===== src/hdl/ctpg_pkg.sv =====
package ctpg_pkg;

	localparam int CTPG_ADDR_W = 8;
	localparam int CTPG_DATA_W = 8;
	localparam int CTPG_NUM_COLOURS = 16;
	localparam int CTPG_REG_DEPTH = 32;

	// Register offsets inside the pattern generator block.
	localparam logic [7:0] CTPG_OFS_CONTROL = 8'h01;
	localparam logic [7:0] CTPG_OFS_CONFIG = 8'h02;
	localparam logic [7:0] CTPG_OFS_PKT_ID = 8'h03;
	localparam logic [7:0] CTPG_OFS_LINE_HI = 8'h04;
	localparam logic [7:0] CTPG_OFS_LINE_LO = 8'h05;
	localparam logic [7:0] CTPG_OFS_BAR_HI = 8'h06;
	localparam logic [7:0] CTPG_OFS_BAR_LO = 8'h07;
	localparam logic [7:0] CTPG_OFS_ACT_HI = 8'h08;
	localparam logic [7:0] CTPG_OFS_ACT_LO = 8'h09;
	localparam logic [7:0] CTPG_OFS_TOT_HI = 8'h0a;
	localparam logic [7:0] CTPG_OFS_TOT_LO = 8'h0b;
	localparam logic [7:0] CTPG_OFS_PD_HI = 8'h0c;
	localparam logic [7:0] CTPG_OFS_PD_LO = 8'h0d;
	localparam logic [7:0] CTPG_OFS_BACK_PORCH = 8'h0e;
	localparam logic [7:0] CTPG_OFS_FRONT_PORCH = 8'h0f;
	localparam logic [7:0] CTPG_OFS_COLOUR0 = 8'h10;
	localparam logic [7:0] CTPG_OFS_LAST = 8'h1f;

	// Field positions.
	localparam int CTPG_CTL_ON_BIT = 0;
	localparam int CTPG_CFG_FIXED_BIT = 7;
	localparam int CTPG_CFG_BARS_LSB = 4;
	localparam int CTPG_CFG_BLOCK_LSB = 0;
	localparam int CTPG_ID_VC_LSB = 6;
	localparam int CTPG_ID_DT_LSB = 0;

	// Writable bits; reserved bits read as zero.
	localparam logic [7:0] CTPG_CONTROL_MASK = 8'h01;
	localparam logic [7:0] CTPG_CONFIG_MASK = 8'hbf;

	// Reset values.
	localparam logic [7:0] CTPG_RST_CONTROL = 8'h00;
	localparam logic [7:0] CTPG_RST_CONFIG = 8'h33;
	localparam logic [7:0] CTPG_RST_PKT_ID = 8'h24;
	localparam logic [7:0] CTPG_RST_LINE_HI = 8'h07;
	localparam logic [7:0] CTPG_RST_LINE_LO = 8'h80;
	localparam logic [7:0] CTPG_RST_BAR_HI = 8'h00;
	localparam logic [7:0] CTPG_RST_BAR_LO = 8'hf0;
	localparam logic [7:0] CTPG_RST_ACT_HI = 8'h01;
	localparam logic [7:0] CTPG_RST_ACT_LO = 8'he0;
	localparam logic [7:0] CTPG_RST_TOT_HI = 8'h02;
	localparam logic [7:0] CTPG_RST_TOT_LO = 8'h0d;
	localparam logic [7:0] CTPG_RST_PD_HI = 8'h0c;
	localparam logic [7:0] CTPG_RST_PD_LO = 8'h67;
	localparam logic [7:0] CTPG_RST_BACK_PORCH = 8'h21;
	localparam logic [7:0] CTPG_RST_FRONT_PORCH = 8'h0a;
	localparam logic [7:0] CTPG_RST_COLOUR0 = 8'haa;
	localparam logic [7:0] CTPG_RST_COLOUR1 = 8'h33;
	localparam logic [7:0] CTPG_RST_COLOUR2 = 8'hf0;
	localparam logic [7:0] CTPG_RST_COLOUR_OTHER = 8'h00;

	// Timing: reference clocks per line period unit, and short packet codes.
	localparam int CTPG_PD_UNIT_CLKS = 40;
	localparam logic [5:0] CTPG_DT_FRAME_START = 6'h00;
	localparam logic [5:0] CTPG_DT_FRAME_END = 6'h01;

	typedef struct packed {
		logic on;
		logic fixed;
		logic [1:0] bars;
		logic [3:0] block;
		logic [1:0] vc;
		logic [5:0] dt;
		logic [15:0] line_bytes;
		logic [15:0] bar_bytes;
		logic [15:0] act_lines;
		logic [15:0] tot_lines;
		logic [15:0] line_period;
		logic [7:0] back_porch;
		logic [7:0] front_porch;
		logic [CTPG_NUM_COLOURS-1:0][7:0] colour;
	} ctpg_cfg_s;

	typedef struct packed {
		logic sop;
		logic eop;
		logic [1:0] vc;
		logic [5:0] dt;
		logic [15:0] word_count;
		logic [7:0] data;
	} ctpg_beat_s;

	function automatic logic [7:0] ctpg_reset_val(input logic [4:0] idx);
		case ({3'b000, idx})
			CTPG_OFS_CONFIG: ctpg_reset_val = CTPG_RST_CONFIG;
			CTPG_OFS_PKT_ID: ctpg_reset_val = CTPG_RST_PKT_ID;
			CTPG_OFS_LINE_HI: ctpg_reset_val = CTPG_RST_LINE_HI;
			CTPG_OFS_LINE_LO: ctpg_reset_val = CTPG_RST_LINE_LO;
			CTPG_OFS_BAR_HI: ctpg_reset_val = CTPG_RST_BAR_HI;
			CTPG_OFS_BAR_LO: ctpg_reset_val = CTPG_RST_BAR_LO;
			CTPG_OFS_ACT_HI: ctpg_reset_val = CTPG_RST_ACT_HI;
			CTPG_OFS_ACT_LO: ctpg_reset_val = CTPG_RST_ACT_LO;
			CTPG_OFS_TOT_HI: ctpg_reset_val = CTPG_RST_TOT_HI;
			CTPG_OFS_TOT_LO: ctpg_reset_val = CTPG_RST_TOT_LO;
			CTPG_OFS_PD_HI: ctpg_reset_val = CTPG_RST_PD_HI;
			CTPG_OFS_PD_LO: ctpg_reset_val = CTPG_RST_PD_LO;
			CTPG_OFS_BACK_PORCH: ctpg_reset_val = CTPG_RST_BACK_PORCH;
			CTPG_OFS_FRONT_PORCH: ctpg_reset_val = CTPG_RST_FRONT_PORCH;
			8'h10: ctpg_reset_val = CTPG_RST_COLOUR0;
			8'h11: ctpg_reset_val = CTPG_RST_COLOUR1;
			8'h12: ctpg_reset_val = CTPG_RST_COLOUR2;
			CTPG_OFS_CONTROL: ctpg_reset_val = CTPG_RST_CONTROL;
			default: ctpg_reset_val = CTPG_RST_COLOUR_OTHER;
		endcase
	endfunction

	function automatic logic [7:0] ctpg_write_mask(input logic [4:0] idx);
		case ({3'b000, idx})
			CTPG_OFS_CONTROL: ctpg_write_mask = CTPG_CONTROL_MASK;
			CTPG_OFS_CONFIG: ctpg_write_mask = CTPG_CONFIG_MASK;
			default: ctpg_write_mask = 8'hff;
		endcase
	endfunction

endpackage


===== src/hdl/ctpg_skid_buf.sv =====
// Two-entry buffer: a registered output stage plus one skid entry, so a stall
// never drops the word that was accepted in the same cycle.
module ctpg_skid_buf #(
	parameter int WIDTH = 8
) (
	input wire logic i_clk,
	input wire logic i_rst_n,
	input wire logic i_valid,
	input wire logic [WIDTH-1:0] i_data,
	output logic o_ready,
	output logic o_valid,
	output logic [WIDTH-1:0] o_data,
	input wire logic i_ready
);

	logic skid_valid_reg;
	logic [WIDTH-1:0] skid_data_reg;
	logic out_valid_reg;
	logic [WIDTH-1:0] out_data_reg;
	wire take_in = i_valid && !skid_valid_reg;
	wire out_free = i_ready || !out_valid_reg;

	always_ff @(posedge i_clk or negedge i_rst_n) begin
		if (!i_rst_n) begin
			out_valid_reg <= 1'b0;
			out_data_reg <= '0;
		end else if (out_free) begin
			out_valid_reg <= skid_valid_reg || take_in;
			out_data_reg <= skid_valid_reg ? skid_data_reg : i_data;
		end
	end

	always_ff @(posedge i_clk or negedge i_rst_n) begin
		if (!i_rst_n) begin
			skid_valid_reg <= 1'b0;
			skid_data_reg <= '0;
		end else if (out_free) begin
			skid_valid_reg <= 1'b0;
		end else if (take_in) begin
			skid_valid_reg <= 1'b1;
			skid_data_reg <= i_data;
		end
	end

	assign o_ready = !skid_valid_reg;
	assign o_valid = out_valid_reg;
	assign o_data = out_data_reg;

endmodule


===== src/hdl/ctpg_regs.sv =====
module ctpg_regs
	import ctpg_pkg::*;
(
	input wire logic i_clk,
	input wire logic i_rst_n,
	input wire logic [CTPG_ADDR_W-1:0] i_addr,
	input wire logic [CTPG_DATA_W-1:0] i_wdata,
	input wire logic i_wr,
	input wire logic i_rd,
	output logic [CTPG_DATA_W-1:0] o_rdata,
	output logic o_rvalid,
	output ctpg_pkg::ctpg_cfg_s o_cfg
);

	logic [7:0] mem_reg [0:CTPG_REG_DEPTH-1];
	logic [7:0] rdata_reg;
	logic rvalid_reg;
	wire [4:0] idx = i_addr[4:0];
	wire hit = (i_addr != 8'h00) && (i_addr <= CTPG_OFS_LAST);

	always_ff @(posedge i_clk or negedge i_rst_n) begin
		if (!i_rst_n) begin
			for (int i = 0; i < CTPG_REG_DEPTH; i++) begin
				mem_reg[i] <= ctpg_reset_val(5'(i));
			end
		end else if (i_wr && hit) begin
			mem_reg[idx] <= i_wdata & ctpg_write_mask(idx);
		end
	end

	// Unmapped offsets read as zero; location zero holds no register.
	always_ff @(posedge i_clk or negedge i_rst_n) begin
		if (!i_rst_n) begin
			rdata_reg <= 8'h00;
			rvalid_reg <= 1'b0;
		end else begin
			rvalid_reg <= i_rd;
			rdata_reg <= (i_rd && hit) ? mem_reg[idx] : 8'h00;
		end
	end

	assign o_rdata = rdata_reg;
	assign o_rvalid = rvalid_reg;
	assign o_cfg.on = mem_reg[CTPG_OFS_CONTROL[4:0]][CTPG_CTL_ON_BIT];
	assign o_cfg.fixed = mem_reg[CTPG_OFS_CONFIG[4:0]][CTPG_CFG_FIXED_BIT];
	assign o_cfg.bars = mem_reg[CTPG_OFS_CONFIG[4:0]][CTPG_CFG_BARS_LSB +: 2];
	assign o_cfg.block = mem_reg[CTPG_OFS_CONFIG[4:0]][CTPG_CFG_BLOCK_LSB +: 4];
	assign o_cfg.vc = mem_reg[CTPG_OFS_PKT_ID[4:0]][CTPG_ID_VC_LSB +: 2];
	assign o_cfg.dt = mem_reg[CTPG_OFS_PKT_ID[4:0]][CTPG_ID_DT_LSB +: 6];
	assign o_cfg.line_bytes = {mem_reg[CTPG_OFS_LINE_HI[4:0]], mem_reg[CTPG_OFS_LINE_LO[4:0]]};
	assign o_cfg.bar_bytes = {mem_reg[CTPG_OFS_BAR_HI[4:0]], mem_reg[CTPG_OFS_BAR_LO[4:0]]};
	assign o_cfg.act_lines = {mem_reg[CTPG_OFS_ACT_HI[4:0]], mem_reg[CTPG_OFS_ACT_LO[4:0]]};
	assign o_cfg.tot_lines = {mem_reg[CTPG_OFS_TOT_HI[4:0]], mem_reg[CTPG_OFS_TOT_LO[4:0]]};
	assign o_cfg.line_period = {mem_reg[CTPG_OFS_PD_HI[4:0]], mem_reg[CTPG_OFS_PD_LO[4:0]]};
	assign o_cfg.back_porch = mem_reg[CTPG_OFS_BACK_PORCH[4:0]];
	assign o_cfg.front_porch = mem_reg[CTPG_OFS_FRONT_PORCH[4:0]];

	for (genvar c = 0; c < CTPG_NUM_COLOURS; c++) begin : g_colour
		assign o_cfg.colour[c] = mem_reg[CTPG_OFS_COLOUR0[4:0] + 5'(c)];
	end

endmodule


===== src/hdl/ctpg_top.sv =====
module ctpg_top
	import ctpg_pkg::*;
#(
	parameter int PD_UNIT_CLKS = CTPG_PD_UNIT_CLKS
) (
	input wire logic i_ref_clk,
	input wire logic i_rst_n,
	input wire logic [ctpg_pkg::CTPG_ADDR_W-1:0] i_reg_addr,
	input wire logic [ctpg_pkg::CTPG_DATA_W-1:0] i_reg_wdata,
	input wire logic i_reg_wr,
	input wire logic i_reg_rd,
	output logic [ctpg_pkg::CTPG_DATA_W-1:0] o_reg_rdata,
	output logic o_reg_rvalid,
	output ctpg_pkg::ctpg_beat_s o_beat,
	output logic o_beat_valid,
	input wire logic i_beat_ready,
	output logic o_frame_active
);
	import ctpg_pkg::*;

	typedef enum {
		ST_IDLE, ST_FS, ST_VBP, ST_ACT, ST_DATA, ST_VFP, ST_FE, ST_TAIL
	} ctpg_state_e;

	logic rst_meta_reg;
	logic rst_sync_reg;
	wire rst_n = rst_sync_reg;

	always_ff @(posedge i_ref_clk or negedge i_rst_n) begin
		if (!i_rst_n) begin
			rst_meta_reg <= 1'b0;
			rst_sync_reg <= 1'b0;
		end else begin
			rst_meta_reg <= 1'b1;
			rst_sync_reg <= rst_meta_reg;
		end
	end

	ctpg_cfg_s live_cfg;
	ctpg_cfg_s snap_reg;
	ctpg_state_e state_reg;
	ctpg_state_e state_next;
	logic [15:0] byte_cnt_reg;
	logic [15:0] in_bar_reg;
	logic [2:0] bar_idx_reg;
	logic [3:0] blk_idx_reg;
	logic [15:0] line_cnt_reg;
	logic [16:0] blank_cnt_reg;
	logic [21:0] tmr_reg;
	logic active_reg;

	ctpg_regs u_regs (
		.i_clk(i_ref_clk),
		.i_rst_n(rst_n),
		.i_addr(i_reg_addr),
		.i_wdata(i_reg_wdata),
		.i_wr(i_reg_wr),
		.i_rd(i_reg_rd),
		.o_rdata(o_reg_rdata),
		.o_rvalid(o_reg_rvalid),
		.o_cfg(live_cfg)
	);

	// Decoding of the captured settings.
	wire [3:0] nbars = 4'(4'h1 << snap_reg.bars);
	wire [2:0] last_bar = 3'(nbars - 4'h1);
	wire [3:0] block_len = (snap_reg.block == 4'h0) ? 4'h1 : snap_reg.block;
	wire [15:0] pd_units = (snap_reg.line_period == 16'h0000) ? 16'h0001 : snap_reg.line_period;
	wire [21:0] period_clks = 22'(pd_units * PD_UNIT_CLKS);
	wire [17:0] used_lines = 18'(snap_reg.act_lines) + 18'(snap_reg.back_porch) + 18'(snap_reg.front_porch);
	wire [17:0] tot_lines = 18'(snap_reg.tot_lines);
	wire [16:0] tail_lines = (tot_lines > used_lines) ? 17'(tot_lines - used_lines) : 17'h00000;
	wire tick = (tmr_reg == 22'h000000);
	wire st_short = (state_reg == ST_FS) || (state_reg == ST_FE);
	wire st_blank = (state_reg == ST_VBP) || (state_reg == ST_VFP) || (state_reg == ST_TAIL);
	wire blank_done = (blank_cnt_reg == 17'h00000);
	wire last_byte = (17'(byte_cnt_reg) + 17'h00001) >= 17'(snap_reg.line_bytes);
	wire bar_end = (17'(in_bar_reg) + 17'h00001) == 17'(snap_reg.bar_bytes);
	wire bar_step = !snap_reg.fixed && (bar_idx_reg != last_bar) && bar_end;
	wire blk_wrap = (blk_idx_reg == block_len - 4'h1);
	wire last_line = (17'(line_cnt_reg) + 17'h00001) >= 17'(snap_reg.act_lines);

	// Beat to the buffer.
	wire gen_valid = (st_short && tick) || (state_reg == ST_DATA);
	wire buf_ready;
	wire push = gen_valid && buf_ready;
	wire payload = (state_reg == ST_DATA);
	ctpg_beat_s gen_beat;
	wire [7:0] bar_colour = snap_reg.colour[bar_idx_reg];
	wire [7:0] blk_colour = snap_reg.colour[blk_idx_reg];
	assign gen_beat.sop = !payload || (byte_cnt_reg == 16'h0000);
	assign gen_beat.eop = !payload || last_byte;
	assign gen_beat.vc = snap_reg.vc;
	assign gen_beat.dt = payload ? snap_reg.dt :
		((state_reg == ST_FS) ? CTPG_DT_FRAME_START : CTPG_DT_FRAME_END);
	assign gen_beat.word_count = payload ? snap_reg.line_bytes : 16'h0000;
	assign gen_beat.data = !payload ? 8'h00 : (snap_reg.fixed ? blk_colour : bar_colour);

	// A line period is consumed on a frame packet, an active line start or a blank line.
	wire consume = st_short ? push : (tick && ((state_reg == ST_ACT) || (st_blank && !blank_done)));
	// Leaving the tail waits for a tick, so the last blank line keeps its full period.
	wire snap_load = live_cfg.on && ((state_reg == ST_IDLE) || ((state_reg == ST_TAIL) && blank_done && tick));

	always_comb begin
		state_next = state_reg;
		case (state_reg)
			ST_IDLE: state_next = live_cfg.on ? ST_FS : ST_IDLE;
			ST_FS: state_next = push ? ST_VBP : ST_FS;
			ST_VBP: state_next = blank_done ? ST_ACT : ST_VBP;
			ST_ACT: state_next = tick ? ST_DATA : ST_ACT;
			ST_DATA: state_next = (push && last_byte) ? (last_line ? ST_VFP : ST_ACT) : ST_DATA;
			ST_VFP: state_next = blank_done ? ST_FE : ST_VFP;
			ST_FE: state_next = push ? ST_TAIL : ST_FE;
			ST_TAIL: state_next = (blank_done && tick) ? ST_FS : ST_TAIL;
			default: state_next = ST_IDLE;
		endcase
		if (!live_cfg.on) begin
			state_next = ST_IDLE;
		end
	end

	always_ff @(posedge i_ref_clk or negedge rst_n) begin
		if (!rst_n) begin
			state_reg <= ST_IDLE;
			active_reg <= 1'b0;
		end else begin
			state_reg <= state_next;
			active_reg <= (state_next != ST_IDLE);
		end
	end

	// Settings are captured at each frame boundary so a frame is never torn.
	always_ff @(posedge i_ref_clk or negedge rst_n) begin
		if (!rst_n) begin
			snap_reg <= '0;
		end else if (snap_load) begin
			snap_reg <= live_cfg;
		end
	end

	always_ff @(posedge i_ref_clk or negedge rst_n) begin
		if (!rst_n) begin
			tmr_reg <= '0;
		end else if (snap_load) begin
			tmr_reg <= '0;
		end else if (consume) begin
			tmr_reg <= period_clks - 22'h000001;
		end else if (!tick) begin
			tmr_reg <= tmr_reg - 22'h000001;
		end
	end

	always_ff @(posedge i_ref_clk or negedge rst_n) begin
		if (!rst_n) begin
			blank_cnt_reg <= '0;
		end else if (state_reg == ST_FS) begin
			blank_cnt_reg <= 17'(snap_reg.back_porch);
		end else if ((state_reg == ST_DATA) && last_line) begin
			blank_cnt_reg <= 17'(snap_reg.front_porch);
		end else if (state_reg == ST_FE) begin
			blank_cnt_reg <= tail_lines;
		end else if (st_blank && consume) begin
			blank_cnt_reg <= blank_cnt_reg - 17'h00001;
		end
	end

	always_ff @(posedge i_ref_clk or negedge rst_n) begin
		if (!rst_n) begin
			line_cnt_reg <= '0;
		end else if (state_reg == ST_FS) begin
			line_cnt_reg <= '0;
		end else if (payload && push && last_byte) begin
			line_cnt_reg <= line_cnt_reg + 16'h0001;
		end
	end

	// Byte position within the line, within the bar and within the colour block.
	always_ff @(posedge i_ref_clk or negedge rst_n) begin
		if (!rst_n) begin
			byte_cnt_reg <= '0;
			in_bar_reg <= '0;
			bar_idx_reg <= '0;
			blk_idx_reg <= '0;
		end else if (state_reg != ST_DATA) begin
			byte_cnt_reg <= '0;
			in_bar_reg <= '0;
			bar_idx_reg <= '0;
			blk_idx_reg <= '0;
		end else if (push) begin
			byte_cnt_reg <= last_byte ? 16'h0000 : byte_cnt_reg + 16'h0001;
			in_bar_reg <= bar_step ? 16'h0000 : in_bar_reg + 16'h0001;
			bar_idx_reg <= bar_step ? bar_idx_reg + 3'h1 : bar_idx_reg;
			blk_idx_reg <= blk_wrap ? 4'h0 : blk_idx_reg + 4'h1;
		end
	end

	ctpg_skid_buf #(
		.WIDTH($bits(ctpg_beat_s))
	) u_buf (
		.i_clk(i_ref_clk),
		.i_rst_n(rst_n),
		.i_valid(gen_valid),
		.i_data(gen_beat),
		.o_ready(buf_ready),
		.o_valid(o_beat_valid),
		.o_data(o_beat),
		.i_ready(i_beat_ready)
	);

	assign o_frame_active = active_reg;

	// Helper: cycles since the last consumed line period, and the length owed to that line.
	// The length is kept per line so a new frame's settings never judge the old frame's last line.
	logic [21:0] gap_reg;
	logic [21:0] gap_pd_reg;
	logic gap_seen_reg;
	always_ff @(posedge i_ref_clk or negedge rst_n) begin
		if (!rst_n) begin
			gap_reg <= '0;
			gap_pd_reg <= '0;
			gap_seen_reg <= 1'b0;
		end else if (state_reg == ST_IDLE) begin
			gap_reg <= '0;
			gap_seen_reg <= 1'b0;
		end else if (consume) begin
			gap_reg <= '0;
			gap_pd_reg <= period_clks;
			gap_seen_reg <= 1'b1;
		end else begin
			gap_reg <= gap_reg + 22'h000001;
		end
	end

	a_off_is_silent: assert property (@(posedge i_ref_clk) disable iff (!rst_n)
		!live_cfg.on |=> !gen_valid && (state_reg == ST_IDLE))
		else $error("generator produced data while disabled");

	a_fixed_colour: assert property (@(posedge i_ref_clk) disable iff (!rst_n)
		push && payload |-> gen_beat.data == (snap_reg.fixed ? snap_reg.colour[blk_idx_reg]
			: snap_reg.colour[bar_idx_reg]))
		else $error("payload byte from wrong colour source");

	a_bar_index_range: assert property (@(posedge i_ref_clk) disable iff (!rst_n)
		payload |-> 4'(bar_idx_reg) < nbars)
		else $error("bar index beyond programmed bar count");

	a_block_wraps: assert property (@(posedge i_ref_clk) disable iff (!rst_n)
		push && payload && snap_reg.fixed && blk_wrap && !last_byte |=> blk_idx_reg == 4'h0)
		else $error("fixed colour block did not wrap at its size");

	a_header_fields: assert property (@(posedge i_ref_clk) disable iff (!rst_n)
		push |-> gen_beat.vc == snap_reg.vc && (!payload || gen_beat.dt == snap_reg.dt))
		else $error("packet header does not carry programmed identifiers");

	a_line_ends_exact: assert property (@(posedge i_ref_clk) disable iff (!rst_n)
		push && payload && gen_beat.eop && (snap_reg.line_bytes != 16'h0000)
			|-> byte_cnt_reg == snap_reg.line_bytes - 16'h0001)
		else $error("line did not end at its programmed length");

	a_bar_advance: assert property (@(posedge i_ref_clk) disable iff (!rst_n)
		push && payload && bar_step && !last_byte
			|=> bar_idx_reg == $past(bar_idx_reg) + 3'h1 && in_bar_reg == 16'h0000)
		else $error("bar did not advance after its width");

	a_frame_lines: assert property (@(posedge i_ref_clk) disable iff (!rst_n)
		(state_reg == ST_DATA) && (state_next == ST_VFP) |=> line_cnt_reg == snap_reg.act_lines
			|| snap_reg.act_lines == 16'h0000)
		else $error("wrong number of active lines in frame");

	a_reset_sizes: assert property (@(posedge i_ref_clk)
		$rose(rst_n) |-> live_cfg.line_bytes == 16'd1920 && live_cfg.act_lines == 16'd480)
		else $error("line size or active line count wrong after reset");

	a_line_spacing: assert property (@(posedge i_ref_clk) disable iff (!rst_n)
		consume && gap_seen_reg |-> gap_reg >= gap_pd_reg - 22'h000001)
		else $error("line period shorter than programmed");

	c_frame_start: cover property (@(posedge i_ref_clk) disable iff (!rst_n)
		push && (state_reg == ST_FS));
	c_frame_end: cover property (@(posedge i_ref_clk) disable iff (!rst_n)
		push && (state_reg == ST_FE));
	c_fixed_line: cover property (@(posedge i_ref_clk) disable iff (!rst_n)
		push && payload && snap_reg.fixed && last_byte);
	c_stall_full: cover property (@(posedge i_ref_clk) disable iff (!rst_n)
		gen_valid && !buf_ready);
	c_last_bar_fill: cover property (@(posedge i_ref_clk) disable iff (!rst_n)
		push && payload && !snap_reg.fixed && (bar_idx_reg == last_bar) && (last_bar != 3'h0) && last_byte);

endmodule


===== config.mk =====
export PLATFORM = sky130hd
export DESIGN_NAME = ctpg_top
export DESIGN_NICKNAME = d
export VERILOG_FILES = /design/src/hdl/ctpg_pkg.sv /design/src/hdl/ctpg_skid_buf.sv /design/src/hdl/ctpg_regs.sv /design/src/hdl/ctpg_top.sv
export SDC_FILE = /design/constraint.sdc
export NUM_CORES = 1
export LEC_CHECK = 0
export ABC_AREA = 1
export BUFFER_PORTS_ARGS = -buffer_cell sky130_fd_sc_hd__buf_4
export CELL_PAD_IN_SITES_DETAIL_PLACEMENT = 0
export CELL_PAD_IN_SITES_GLOBAL_PLACEMENT = 1
export CORE_ASPECT_RATIO = 1.75
export CORE_MARGIN = 1
export CORE_UTILIZATION = 53
export CTS_BUF_LIST = sky130_fd_sc_hd__clkbuf_4 sky130_fd_sc_hd__clkbuf_8
export CTS_CLUSTER_DIAMETER = 150
export DETAILED_ROUTE_END_ITERATION = 16
export PLACE_DENSITY = 0.88
export SLEW_MARGIN = 20
export SYNTH_ARGS = -nofsm -noshare
export SYNTH_HDL_FRONTEND = slang
export SYNTH_HIERARCHICAL = 1
export SYNTH_SLANG_ARGS = --single-unit

===== constraint.sdc =====
create_clock -name i_ref_clk -period 61.7 [get_ports i_ref_clk]
set_input_delay 6.17 -clock i_ref_clk [delete_from_list [all_inputs] [get_ports i_ref_clk]]
set_output_delay 6.17 -clock i_ref_clk [all_outputs]
set_load 0.02 [all_outputs]

==> flow_metrics.tcl <==
set metrics [dict create \
    vias 32600 \
    cap_viol_max_count 0 \
    ios 66 \
    post_drt_via_cell_ratio 5.47 \
    cp-end-kind "flip-flop" \
    syn_nets 5335 \
    crit_buf_inv 3 \
    path_class "input pin to flip-flop" \
    synth_ff_type "dfrtp_1" \
    status "completed" \
    finalHoldViolCount 0 \
    power.density_nw_per_um2 33.4 \
    leakage_nw 20.4 \
    critical_path.max_fanout 39 \
    p_clk_frac 0.303 \
    initial_core_util 0.537 \
    netlist-cell-type-count 55 \
    hp-class "flip-flop to flip-flop" \
    overflow 0 \
    timing.fmax_mhz 119 \
    crit_chain "buf_4 > nand2_2 > nor2_2 > inv_1 > nand2_1 > inv_2 > nand2_1 > o21ai_0" \
    setup_tns_ns 0 \
    avgSynthCellArea_sq_um 7.41 \
    layout_commonest_cell "nand2_1" \
    cts_made_buffers 103 \
    clock_path_buffers 3 \
    die_h_um 359 \
    fp.dieArea_sq_um 74000 \
    worstMarginPinSlew_ns 1.15 \
    synth_edf_count 0 \
    whs_ns 0.359 \
    drcViolationCount 0 \
    switching_share 0.360 \
    largest_reg_flops 240 \
    netlist_area_sq_um 38600 \
    intPower_mw 0.853 \
    p_sw_mw 0.479 \
    postCtsHoldBufs 0 \
    final_cell_mix "nand2_1 (1846), dfrtp_1 (626), o21ai_0 (497)" \
    clk_latency_ns 0.78 \
    required_ns 62.30 \
    grt_max_degree 177 \
    drtIter0Drc 2337 \
    pwr-share-comb 0.281 \
    syn_inst 5211 \
    dp_hpwl_um 84400 \
    cts.sinks 674 \
    crit_slowest_cell "nand2_1" \
    skew_ns 0.0365 \
    coreArea_sq_um 71900 \
    wire_per_inst_um 20.3 \
    post-route-util 0.554 \
    gp_congestion 0.951 \
    drt.antenna.violating_nets 0 \
    die_x_um 206 \
    nNetsFinal 5066 \
    htreeDepth 3 \
    setup_viol 0 \
    crit_path_start_kind "input pin" \
    rsz0062_at_grt "false" \
    crit_family "simple AND/OR/NAND/NOR gates" \
    ir_worst_vdd_mv 0.0199 \
    grt_usage 0.334 \
    min_period_over_period 0.136 \
    cp_common_cell "nand2_1" \
    drive_above_1_share 0.0812 \
    numPortBuffers 65 \
    antenna_found_initial 2 \
    synth-warning-count 6 \
    seqPwrFrac 0.416 \
    post_cts_buffers 0 \
    routed_wl_um 121000 \
    rows 130 \
    grt_pass1_vias 32500 \
    syn_to_final_growth_pct 3.17 \
    ctsResizeCount 0 \
    cts_tree "yes" \
    finalMaxSlewViolations 0 \
    fillers 7069 \
    arrival_ns 8.98 \
    ys_ff_latch 674 \
    cts.clk_slew.worst_paths_ns 0.07 \
    relSlewSlack 0.230 \
    post-route-min-period_ns 8.38 \
    ys_seq_area_frac 0.438 \
    firstDrtPassIters 6 \
    root_buffer "clkbuf_8" \
    grt_pass1_wl_um 187000 \
    synth-async-reset-ratio 1.00 \
    slowest_delay_ns 0.87 \
]
==> cell usage after synthesis (5+ instances only) <==
cell | n | area (sq um)
o211ai_1 | 22 | 165
inv_2 | 21 | 78.8
buf_1 | 13 | 48.8
xor2_1 | 72 | 631
o221ai_1 | 6 | 52.6
nor3_1 | 38 | 190
nand3b_1 | 11 | 82.6
clkinv_1 | 6 | 22.5
or2_0 | 35 | 219
fa_1 | 11 | 220
dfstp_2 | 45 | 1180
nand2_2 | 8 | 50.1
a21oi_1 | 101 | 505
o22ai_1 | 57 | 357
o311ai_0 | 6 | 52.6
inv_1 | 436 | 1640
ha_1 | 92 | 1150
buf_4 | 261 | 1960
nor2_2 | 11 | 68.8
o21ai_1 | 28 | 140
a211oi_1 | 16 | 120
nand2_1 | 1846 | 6930
nor2_4 | 5 | 56.3
mux2i_1 | 7 | 70.1
buf_6 | 18 | 203
nor4_1 | 8 | 50.1
or2_2 | 6 | 37.5
buf_2 | 66 | 330
clkbuf_1 | 121 | 454
nand3_1 | 209 | 1050
nand4_1 | 28 | 175
a221oi_1 | 8 | 70.1
xnor2_1 | 22 | 193
nor2_1 | 405 | 1520
dfrtp_1 | 629 | 15700
o21ai_0 | 497 | 2490
o21bai_1 | 8 | 60.1
==> metrics by stage <==
stage	cell area, sq um	power [mW]	setup WS (ns)	instances
global route	39900	1.42	53.21	5950
global placement	37600	0.929	52.71	5761
floorplan	38600	0.842	41.60	5211
CTS	39800	1.34	53.48	5949
detailed placement	37600	0.934	52.63	5761
finish	39900	1.33	53.32	5950
==> path summary, 6_finish.rpt <==
| kind | startpoint | endpoint | slack [ns] | cells after the start |
|---|---|---|---|---|
| max | i_reg_addr[0] | u_regs/o_cfg[106] | 53.32 | 8 |
| min | rst_meta_reg | rst_n | 0.36 | 0 |
| max reg2reg | tmr_reg[0] | snap_reg[159] | 56.38 | 15 |
| min reg2reg | rst_meta_reg | rst_n | 0.36 | 0 |
| max in group asynchronous | i_rst_n | rst_n | 56.41 | 1 |
| min in group asynchronous | rst_n | u_regs/o_cfg[107] | 0.40 | 0 |
==> metal layers <==
metal	track usage	part of all wire	routed length, um	vias up
met1	0.361	0.36	43500	15500
met4	0.281	0.097	11700	2
met2	0.571	0.50	60100	934
met3	0.0450	0.044	5350	391
met5	0	0.000083	10	-
li1	-	-	-	15700
==> layout make-up <==
type	count	area (sq um)	share of cell area
Antenna cell	1	2.50	0.0000628
Tap cell	924	1160	0.0290
Multi-Input combinational cell	3592	17000	0.426
Sequential cell	674	16900	0.425
Timing Repair Buffer	108	840	0.0211
Clock inverter	22	223	0.00559
Inverter	463	1740	0.0437
Clock buffer	166	2000	0.0503
==> power by group through the flow <==
stage | sequential (mW) | combinational [mW] | clock, mW
2_1_floorplan | 0.547 | 0.295 | 0
3_3_place_gp | 0.560 | 0.369 | 0
3_5_place_dp | 0.561 | 0.373 | 0
4_1_cts | 0.553 | 0.376 | 0.413
5_1_grt | 0.560 | 0.430 | 0.431
6_report | 0.554 | 0.375 | 0.404
==> logic make-up (layout without fill, tap and decap cells) <==
family          after synthesis  after routing  synth area share
buf+inv                     945            759             0.123
mux                           7              7           0.00181
xor+xnor                     94             94            0.0213
simple gates               2624           2624             0.274
other cells                   1              2         0.0000971
fa+ha+maj                   103            103            0.0355
compound gates              763            763             0.107
flops                       674            674             0.438
No activity file was read; power rests on OpenSTA's default activity.
